--- src/core/eqc_pkg.sv ---
package eqc_pkg;
	// register offsets, word view and byte view
	localparam logic [7:0]  REG_EQ_SIDE      = 8'h70;
	localparam logic [7:0]  REG_BASS         = 8'h72;
	localparam logic [7:0]  REG_DATA_LOW     = 8'h78;
	localparam logic [7:0]  REG_DATA_LOW_B   = 8'h79;
	localparam logic [7:0]  REG_ACCESS       = 8'h7A;
	localparam logic [7:0]  REG_ACCESS_B     = 8'h7B;
	// coefficient memory
	localparam logic [11:0] COEF_RAM_LOC     = 12'h240;
	localparam logic [7:0]  COEF_BASE_LOC    = 8'h40;
	localparam int          COEF_WORDS       = 69;
	localparam int          COEF_WIDTH       = 20;
	localparam int          STAGES           = 4;
	localparam int          WORDS_PER_STAGE  = 5;
	localparam int          LR_BASE          = 0;
	localparam int          SUR_BASE         = 20;
	localparam int          SBW_BASE         = 40;
	localparam int          SCALE_IN_BASE    = 60;
	localparam int          REDIR_BASE       = 63;
	// field positions
	localparam int          EQ_EN_BIT        = 0;
	localparam int          SIDE_EN_BIT      = 1;
	localparam int          REDIR_EN_BIT     = 0;
	localparam int          RW_BIT           = 7;
	localparam logic        RW_READ          = 1'b1;
	// reset values
	localparam logic [15:0] CTRL_RESET       = 16'h0000;
	localparam logic [19:0] COEF_ZERO        = 20'h00000;
	localparam logic [19:0] SBW_B2_RESET     = 20'h00032;
	localparam logic [19:0] SBW_B0_RESET     = 20'h80032;
	localparam logic [19:0] SBW_A2_RESET     = 20'h7C7EA;
	localparam logic [19:0] SBW_A1_RESET     = 20'h81C6F;
	localparam logic [19:0] SCALE_FULL_RESET = 20'h80000;
	localparam logic [19:0] SCALE_HALF_RESET = 20'hC0000;
	localparam int          LFE_REDIR_IDX    = 68;

	typedef logic [6:0]  eqc_index_type;
	typedef logic [19:0] eqc_coef_type;
endpackage

--- src/core/eqc_coef_access.sv ---
`timescale 1ns/1ps
`default_nettype none

module eqc_coef_access
	import eqc_pkg::*;
(
	// clock and reset
	input  wire logic              clk,
	input  wire logic              sys_rst,
	// codec link 16-bit register port
	input  wire logic              wordWrite,
	input  wire logic              wordRead,
	input  wire logic [7:0]        wordAddr,
	input  wire logic [15:0]       wordWdata,
	output logic      [15:0]       wordRdata,
	// two-wire bus byte register port
	input  wire logic              byteWrite,
	input  wire logic              byteRead,
	input  wire logic [7:0]        byteAddr,
	input  wire logic [7:0]        byteWdata,
	output logic      [7:0]        byteRdata,
	// input configuration
	input  wire logic              sixChannelMode,
	// coefficient fetch by the filter engine
	input  wire eqc_pkg::eqc_index_type dspIndex,
	output eqc_pkg::eqc_coef_type  dspCoef,
	// path control to the filter engine
	output logic                   staticEqEnable,
	output logic                   sideFiringEnable,
	output logic [5:0]             redirectChannelMask
);
	import eqc_pkg::*;

	logic [15:0]   eqSideCtrl;
	logic [15:0]   bassCtrl;
	logic [15:0]   dataLow;
	logic [7:0]    accessLoc;
	logic          accessRw;
	logic [3:0]    dataHigh;
	eqc_coef_type  coefMem [COEF_WORDS];

	logic          trigger;
	logic [7:0]    next_loc;
	logic          next_rw;
	logic [3:0]    next_high;
	logic          locValid;
	eqc_index_type locIndex;
	logic          memWrite;
	logic          memRead;

	function automatic eqc_coef_type coefDefault(input int idx);
		if (idx == SBW_BASE || idx == SBW_BASE + 4) begin
			coefDefault = SBW_B2_RESET;
		end else if (idx == SBW_BASE + 1) begin
			coefDefault = SBW_B0_RESET;
		end else if (idx == SBW_BASE + 2) begin
			coefDefault = SBW_A2_RESET;
		end else if (idx == SBW_BASE + 3) begin
			coefDefault = SBW_A1_RESET;
		end else if (idx >= SCALE_IN_BASE && idx < REDIR_BASE) begin
			coefDefault = SCALE_FULL_RESET;
		end else if (idx == LFE_REDIR_IDX) begin
			coefDefault = SCALE_FULL_RESET;
		end else if (idx >= REDIR_BASE) begin
			coefDefault = SCALE_HALF_RESET;
		end else begin
			coefDefault = COEF_ZERO;
		end
	endfunction

	// byte lane of a 16-bit register: even address is the high byte
	function automatic logic [7:0] laneOf(input logic [15:0] w, input logic [7:0] a);
		laneOf = a[0] ? w[7:0] : w[15:8];
	endfunction

	// a transfer fires on a word write to 7Ah or a byte write to 7Bh
	always_comb begin
		trigger   = 1'b0;
		next_loc  = accessLoc;
		next_rw   = accessRw;
		next_high = dataHigh;
		if (wordWrite && wordAddr == REG_ACCESS) begin
			trigger   = 1'b1;
			next_loc  = wordWdata[15:8];
			next_rw   = wordWdata[RW_BIT];
			next_high = wordWdata[3:0];
		end else if (byteWrite && !wordWrite && byteAddr == REG_ACCESS_B) begin
			trigger   = 1'b1;
			next_rw   = byteWdata[RW_BIT];
			next_high = byteWdata[3:0];
		end
	end

	// locations outside 40h..84h are ignored, so a stray write cannot land anywhere
	assign locValid = (next_loc >= COEF_BASE_LOC) &&
		(next_loc < COEF_BASE_LOC + 8'(COEF_WORDS));
	assign locIndex = 7'(next_loc - COEF_BASE_LOC);
	assign memWrite = trigger && locValid && (next_rw != RW_READ);
	assign memRead  = trigger && locValid && (next_rw == RW_READ);

	// path control registers; the word port wins a same-cycle clash
	always_ff @(posedge clk) begin
		if (sys_rst) begin
			eqSideCtrl <= CTRL_RESET;
			bassCtrl   <= CTRL_RESET;
		end else if (wordWrite) begin
			if (wordAddr == REG_EQ_SIDE) begin
				eqSideCtrl <= wordWdata;
			end else if (wordAddr == REG_BASS) begin
				bassCtrl <= wordWdata;
			end
		end else if (byteWrite) begin
			if (byteAddr == REG_EQ_SIDE) begin
				eqSideCtrl[15:8] <= byteWdata;
			end else if (byteAddr == REG_EQ_SIDE + 8'h01) begin
				eqSideCtrl[7:0] <= byteWdata;
			end else if (byteAddr == REG_BASS) begin
				bassCtrl[15:8] <= byteWdata;
			end else if (byteAddr == REG_BASS + 8'h01) begin
				bassCtrl[7:0] <= byteWdata;
			end
		end
	end

	// access control register and data window
	always_ff @(posedge clk) begin
		if (sys_rst) begin
			dataLow   <= CTRL_RESET;
			accessLoc <= 8'h00;
			accessRw  <= 1'b0;
			dataHigh  <= 4'h0;
		end else begin
			if (trigger) begin
				accessLoc <= next_loc;
				accessRw  <= next_rw;
			end else if (byteWrite && !wordWrite && byteAddr == REG_ACCESS) begin
				accessLoc <= byteWdata;
			end
			if (memRead) begin
				// result lands on the same edge, ready for the very next access
				dataLow  <= coefMem[locIndex][15:0];
				dataHigh <= coefMem[locIndex][19:16];
			end else begin
				// a read that misses the memory must not leave its own nibble behind
				if (trigger && next_rw != RW_READ) begin
					dataHigh <= next_high;
				end
				if (wordWrite && wordAddr == REG_DATA_LOW) begin
					dataLow <= wordWdata;
				end else if (!wordWrite && byteWrite && byteAddr == REG_DATA_LOW) begin
					dataLow[15:8] <= byteWdata;
				end else if (!wordWrite && byteWrite && byteAddr == REG_DATA_LOW_B) begin
					dataLow[7:0] <= byteWdata;
				end
			end
		end
	end

	// coefficient memory; only a write transfer stores a word
	always_ff @(posedge clk) begin
		if (sys_rst) begin
			for (int i = 0; i < COEF_WORDS; i++) begin
				coefMem[i] <= coefDefault(i);
			end
		end else if (memWrite) begin
			coefMem[locIndex] <= {next_high, dataLow};
		end
	end

	// register reads; unmapped addresses answer zero
	always_ff @(posedge clk) begin
		if (sys_rst) begin
			wordRdata <= 16'h0000;
			byteRdata <= 8'h00;
		end else begin
			if (wordRead) begin
				if (wordAddr == REG_EQ_SIDE) begin
					wordRdata <= eqSideCtrl;
				end else if (wordAddr == REG_BASS) begin
					wordRdata <= bassCtrl;
				end else if (wordAddr == REG_DATA_LOW) begin
					wordRdata <= dataLow;
				end else if (wordAddr == REG_ACCESS) begin
					wordRdata <= {accessLoc, accessRw, 3'h0, dataHigh};
				end else begin
					wordRdata <= 16'h0000;
				end
			end
			if (byteRead) begin
				if (byteAddr[7:1] == REG_EQ_SIDE[7:1]) begin
					byteRdata <= laneOf(eqSideCtrl, byteAddr);
				end else if (byteAddr[7:1] == REG_BASS[7:1]) begin
					byteRdata <= laneOf(bassCtrl, byteAddr);
				end else if (byteAddr[7:1] == REG_DATA_LOW[7:1]) begin
					byteRdata <= laneOf(dataLow, byteAddr);
				end else if (byteAddr[7:1] == REG_ACCESS[7:1]) begin
					byteRdata <= laneOf({accessLoc, accessRw, 3'h0, dataHigh}, byteAddr);
				end else begin
					byteRdata <= 8'h00;
				end
			end
		end
	end

	// filter engine fetch: sets laid out as LR, surround, subwoofer,
	// four stages of five words each, then scale-in and redirection factors
	always_ff @(posedge clk) begin
		if (sys_rst) begin
			dspCoef <= COEF_ZERO;
		end else if (dspIndex < 7'(COEF_WORDS)) begin
			dspCoef <= coefMem[dspIndex];
		end else begin
			dspCoef <= COEF_ZERO;
		end
	end

	// channel order of the mask: L, R, LS, RS, C, LFE
	always_ff @(posedge clk) begin
		if (sys_rst) begin
			staticEqEnable      <= 1'b0;
			sideFiringEnable    <= 1'b0;
			redirectChannelMask <= 6'h00;
		end else begin
			staticEqEnable   <= eqSideCtrl[EQ_EN_BIT];
			sideFiringEnable <= eqSideCtrl[SIDE_EN_BIT];
			if (!bassCtrl[REDIR_EN_BIT]) begin
				redirectChannelMask <= 6'h00;
			end else begin
				redirectChannelMask <= {sixChannelMode, sixChannelMode, 4'hF};
			end
		end
	end

	a_read_latch: assert property (@(posedge clk) disable iff (sys_rst)
		memRead |=> dataLow == $past(coefMem[locIndex][15:0])
			&& dataHigh == $past(coefMem[locIndex][19:16]))
		else $error("read result not latched into data registers");

	a_write_store: assert property (@(posedge clk) disable iff (sys_rst)
		memWrite |=> coefMem[$past(locIndex)] == {$past(next_high), $past(dataLow)})
		else $error("write transfer did not store the coefficient");

	a_low_only: assert property (@(posedge clk) disable iff (sys_rst)
		(wordWrite && wordAddr == REG_DATA_LOW)
			|=> coefMem[$past(locIndex)] == $past(coefMem[locIndex]))
		else $error("data-low write touched coefficient memory");

	a_word_loc: assert property (@(posedge clk) disable iff (sys_rst)
		(wordWrite && wordAddr == REG_ACCESS) |=> accessLoc == $past(wordWdata[15:8]))
		else $error("location not taken from high byte");

	a_byte_lanes: assert property (@(posedge clk) disable iff (sys_rst)
		(byteRead && byteAddr == REG_DATA_LOW_B) |=> byteRdata == $past(dataLow[7:0]))
		else $error("byte 79h does not show lowest eight bits");

	a_redir_gate: assert property (@(posedge clk) disable iff (sys_rst)
		!bassCtrl[REDIR_EN_BIT] |=> redirectChannelMask == 6'h00)
		else $error("redirection active while disabled");

	a_six_channel: assert property (@(posedge clk) disable iff (sys_rst)
		(!sixChannelMode && bassCtrl[REDIR_EN_BIT]) |=> redirectChannelMask == 6'h0F)
		else $error("centre or LFE redirected without six-channel input");

	a_eq_paths: assert property (@(posedge clk) disable iff (sys_rst)
		##1 staticEqEnable == $past(eqSideCtrl[EQ_EN_BIT])
			&& sideFiringEnable == $past(eqSideCtrl[SIDE_EN_BIT]))
		else $error("path enables do not follow register 70h");

	a_high_nibble: assert property (@(posedge clk) disable iff (sys_rst)
		(wordRead && wordAddr == REG_ACCESS) |=> wordRdata[3:0] == $past(dataHigh))
		else $error("upper coefficient bits not in low nibble");

	a_dsp_fetch: assert property (@(posedge clk) disable iff (sys_rst)
		(dspIndex < 7'(COEF_WORDS)) |=> dspCoef == $past(coefMem[dspIndex]))
		else $error("filter fetch does not return the addressed word");

	a_byte_loc: assert property (@(posedge clk) disable iff (sys_rst)
		(byteWrite && !wordWrite && byteAddr == REG_ACCESS) |=> accessLoc == $past(byteWdata))
		else $error("byte location write not stored");

	a_bad_loc: assert property (@(posedge clk) disable iff (sys_rst)
		(trigger && !locValid) |=> $stable(dataLow))
		else $error("transfer outside the coefficient memory changed the data register");
endmodule

`default_nettype wire

--- config.mk ---
export PLATFORM = sky130hd
export DESIGN_NAME = eqc_coef_access
export DESIGN_NICKNAME = d
export VERILOG_FILES = /design/src/core/eqc_pkg.sv /design/src/core/eqc_coef_access.sv
export SDC_FILE = /design/constraint.sdc
export NUM_CORES = 2
export LEC_CHECK = 0
export BUFFER_PORTS_ARGS = -buffer_cell sky130_fd_sc_hd__buf_2
export CORE_ASPECT_RATIO = 0.5
export CORE_MARGIN = 5
export CORE_UTILIZATION = 36
export CTS_BUF_LIST = sky130_fd_sc_hd__clkbuf_2 sky130_fd_sc_hd__clkbuf_4 sky130_fd_sc_hd__clkbuf_8
export CTS_CLUSTER_SIZE = 30
export DETAILED_ROUTE_END_ITERATION = 10
export PLACE_DENSITY = 0.46
export SETUP_SLACK_MARGIN = 0.1
export SLEW_MARGIN = 30
export SYNTH_ARGS = -nofsm -noshare
export SYNTH_HDL_FRONTEND = slang
export SYNTH_SLANG_ARGS = --single-unit
--- constraint.sdc ---
create_clock -name clk -period 9.6 [get_ports clk]
set_clock_uncertainty 0.05 [all_clocks]
set_input_delay 0.48 -clock clk [delete_from_list [all_inputs] [get_ports clk]]
set_output_delay 0.48 -clock clk [all_outputs]
set_load 0.02 [all_outputs]
* After elaboration in Yosys (flattened, before gate mapping)
Memories as Yosys holds them, arrays and structs flattened. A register that Yosys moved wholly into a read port is not among the register bits.
Index checks and enable logic that the tools add are counted.
** Word-level totals
- Register bits after elaboration :: 92
- Bits in writable memories :: 1380
- Bits of input ports :: 54
- Memories :: 1
** Cells by class
- $add $sub $neg :: 1
- $lt $le $gt $ge :: 3
- Equality and inequality tests :: 23
- Muxes and demuxes :: 59
- Bitwise operators :: 3
- Reductions and logical operators :: 30
** Memory list
- coefMem :: words 69, width 20, read ports 2, clocked after Yosys merged registers in 1, write ports 69, line eqc_coef_access.sv:40 : eqc_coef_type coefMem [COEF_WORDS];
** Operators with widths (count)
- 2-to-1 mux 16 bit :: 15
- 2-to-1 mux 20 bit :: 8
- 2-to-1 mux 8 bit :: 20
- == test 8 x 7 -> 1 bit (second input constant) :: 12
- == test 7 x 6 -> 1 bit (second input constant) :: 4
- 2-to-1 mux 4 bit :: 5
- OR reduction 20 bit :: 1
- nonzero test 2 bit :: 7
- logical AND 1 bit :: 12
- 2-to-1 mux 1 bit :: 10
- greater-or-equal comparator 8 x 7 -> 1 bit (second input constant) :: 1
- < comparator 8 bit (second input constant) :: 1
- inequality test 2 bit (second input constant) :: 4
- < comparator 7 bit (second input constant) :: 1
- 2-to-1 mux 7 bit :: 1
- AND reduction 7 bit :: 1
- subtractor 7 bit (second input constant) :: 1
- AND reduction 6 bit :: 1
- nonzero test 3 bit :: 2
- inequality test 2 x 1 -> 1 bit (second input constant) :: 2
- AND reduction 4 bit :: 1
- OR reduction 2 bit :: 2
- inequality test 3 bit (second input constant) :: 1
- NOT 1 bit :: 3
- other kinds (3) :: 3

* Logic depth before layout (Yosys ltp)
- Depth after elaboration :: 12
- Depth in mapped cells :: 15
- Depth with buffers taken out :: 9

* Least setup slack after synthesis
No wires, ideal clock.
- Path kind :: input-to-reg
- Start :: in wordAddr[1]
- End :: mem coefMem[42][0] in the netlist's numbering (enable)
- Library setup time :: 425 ps
- Data arrival time :: 4351 ps
- Required time :: 9125 ps
- Path slack :: 4774 ps
- Stages :: 12
- Buffers on the path :: 7
- Path through :: buf_2 -> and3_1 -> buf_2 -> a31o_2 -> clkbuf_1 -> o22ai_1 -> buf_2 -> buf_1 -> clkbuf_1 -> nand2_1 -> clkbuf_1 -> o21ai_0
** RTL lines
- start: declaration :: line eqc_coef_access.sv:13 : input wire logic [7:0] wordAddr,
- end: declaration :: line eqc_coef_access.sv:40

==> flow_summary.toml <==
[outcome]
status = "completed"

[critical_path]
cp_num_buf_inv = 5
crit_fanout = 37
critPathKind = "in -> reg"
critPathCaptureType = "flop"
crit_slowest_cell = "nand2_2"
crit_path_frequent_cell = "buf_4"
max_stage_delay_ns = 0.78
required_ns = 10.28
cp_cell_sequence = "dlygate4sd3_1 -> buf_2 -> nand3_1 -> o31a_1 -> buf_4 -> a21oi_2 -> a41oi_1 -> nor3_2 -> buf_4 -> and2_4 -> buf_4 -> nand2_1 -> nand2_2"
cp_top_family = "simple AND/OR/NAND/NOR gates"
cp.arrival_ns = 6.71
worst_setup_path_start_kind = "input pin"

[placement]
place_ws_ns = 3.26
placed_area_um2 = 142000
dp.cells = 15100
dp.final_hpwl_um = 360000
gp_congestion = 0.935
numPortBuffers = 105

[routing]
vias_per_cell = 6.21
avgRoutedWirePerCell_um = 35.8
ant_nets = 0
vias = 99300
wl_um = 572000
drt_pass1_iterations = 10
drc = 0
drtIter0Drc = 16400

[sta]
period_minus_slack_ns = 6.03
fin_ws_ns = 3.57
fin_setup_tns_ns = 0
drv_slew = 0
hold_ws_ns = 0.169
worst_pin_slew_ns = 1.30
finalSetupViolations = 0
clock.fmax_mhz = 166
period_share_pct = 62.9
relSlewSlack_pct = 11.3
rsz0062_at_grt = "no"
hold_viol = 0

[power]
power.switching_mw = 6.49
intPower_mw = 18.8
total_power_mw = 25.3
clkPwrFrac_pct = 39.5
leakage_nw = 56.7
combPwrFrac_pct = 7.6
p_per_area_nw_per_um2 = 167
pwr-share-seq_pct = 52.9
switching_share_pct = 25.7
peakVddDrop_mv = 0.116

[layout]
finalNonFillerCells = 16000
syn_to_final_growth_pct = 15.3
final_core_util_pct = 41.8
drive_gt1_share_pct = 18.5
n_fill_cell = 34100
fin_nets = 10800
final_cell_mix = "edfxtp_1, conb_1, and3_1, nand2_1, mux2i_1"
stdcell_area_um2 = 151000
final_common_cell = "edfxtp_1"

[yosys]
syn-cell-area_um2 = 131000
yosysUniqueCellTypes = 78
ys_seq_area_share_pct = 60.2
syn_inst = 9687
synth_seq_cells = 2669
synth_top_area_cell = "edfxtp_1"
synth_edf_count = 2560
synthArstFlopShare_pct = 0
synth_top_area_share_pct = 58.6
syn_area_per_cell_um2 = 13.6
synth_flop_cell = "edfxtp_1"
synth_warnings = 0
synth_area_leaders = "edfxtp_1, mux4_2, and3_1"

[job]
cap_viol_max_count = 0

[die]
die_x_um = 864
die_h_um = 437
coreArea_um2 = 362000
num_io_pins = 106
die_area_um2 = 378000
initial_core_util_pct = 36.2
std_cell_rows = 156

[clocking]
insertion_delay_ns = 1.15
postCtsSetupBuffers = 0
cts_buffers = 420
path_clk_slew_ns = 0.06
cts_max_level = 5
ctsHoldBuffers = 53
cts_resized = 0
root_buffer = "clkbuf_8"
cts_tree = "done"
cts_buffer_depth = 4
cts_sinks = 2669

[global_route]
grt_max_degree = 116
grt_pass1_vias = 94200
grt_pass1_wl_um = 779000
grt_util_all_layers_pct = 29.2
antenna_found_initial = 74
overflow = 0

[min_path]
hp-class = "in -> reg"
-- cells by family (layout without fill, tap and decap cells) --
kind of cell	Yosys count	in the layout	synth area share, %
AO/OA/AOI/OAI	1902	1902	10.2
AND/OR/NAND/NOR	2742	2742	10.7
multiplexers	1308	1308	15.6
flip-flops	2669	2669	60.2
other	1	1220	0.00286
buffers and inverters	1065	1323	3.26
-- power by group through the flow --
| stage | clock (mW) | combinational (mW) | sequential [mW] |
|---|---|---|---|
| floorplan | 0 | 1.08 | 13.5 |
| global placement | 0 | 1.84 | 13.6 |
| detailed placement | 0 | 1.84 | 13.6 |
| CTS | 10.2 | 1.87 | 13.4 |
| global route | 10.7 | 1.99 | 13.4 |
| finish | 9.99 | 1.92 | 13.4 |
-- metal layers --
metal | GRT usage, % | part of all wire [%] | vias up
met2 | 41.0 | 41 | 6608
met5 | 0 | 0.033 | -
met3 | 10.0 | 13 | 1505
met1 | 40.4 | 41 | 51100
met4 | 13.6 | 5.5 | 28
li1 | - | - | 40000
-- cell type report --
type	count	area, µm²	area share, %
diodes	40	100	0.0661
clock buffers	589	7190	4.75
clock inverters	173	970	0.641
inverters	13	51.3	0.0339
multi-input cells	7132	53400	35.3
flip-flops and latches	2669	79100	52.3
well taps	4819	6030	3.98
repair buffers	548	4480	2.96
-- worst paths after layout --
path / slack, ns / to / startpoint / cells past startpoint
setup / recovery: 3.57 / coefMem[68][9] / wordWrite / 13
hold / removal: 0.17 / bassCtrl[15] / byteAddr[0] / 4
setup reg to reg: 4.03 / dataLow[10] / accessLoc[0] / 11
hold reg to reg: 0.43 / wordRdata[14] / wordRdata[14] / 2
-- worst register-to-register path: stages (launching register included) --
cell	delay [ns]
dfxtp_1	0.45
buf_4	0.56
nand2b_1	0.63
a31o_2	0.67
nor2_4	0.13
buf_12	0.24
a22oi_1	0.43
nand4_1	0.12
o21ai_1	0.70
nand4_1	0.69
a2111oi_0	0.61
o21ai_1	0.10
-- flip-flops by register name, summed over array words and instances (netlist names) --
register	count
dataHigh	4
wordRdata	16
eqSideCtrl	16
accessLoc	8
dspCoef	20
bassCtrl	16
sideFiringEnable	1
accessRw	1
redirectChannelMask	2
byteRdata	8
coefMem	2560
staticEqEnable	1
dataLow	16
-- cell usage after synthesis, drive strengths merged (9+ instances only) --
| cell | instances |
|---|---|
| a22o | 58 |
| clkbuf | 776 |
| edfxtp | 2560 |
| a221oi | 77 |
| a21o | 9 |
| dfxtp | 109 |
| nor4 | 27 |
| nor2 | 456 |
| o31a | 9 |
| o22ai | 143 |
| a31oi | 167 |
| mux4 | 577 |
| a221o | 19 |
| a222oi | 147 |
| o2bb2ai | 9 |
| o32ai | 25 |
| and2 | 17 |
| a211oi | 86 |
| and3 | 1161 |
| a22oi | 275 |
| a21oi | 300 |
| o31ai | 14 |
| nand2 | 762 |
| o21ai | 304 |
| nor2b | 20 |
| nand4 | 33 |
| mux2 | 119 |
| nand2b | 18 |
| a32o | 16 |
| buf | 276 |
| nor3 | 37 |
| and4 | 23 |
| a32oi | 18 |
| mux2i | 612 |
| inv | 12 |
| or3 | 30 |
| o221ai | 144 |
| a41oi | 34 |
| nand3 | 139 |
No activity file was read; power rests on OpenSTA's default activity.
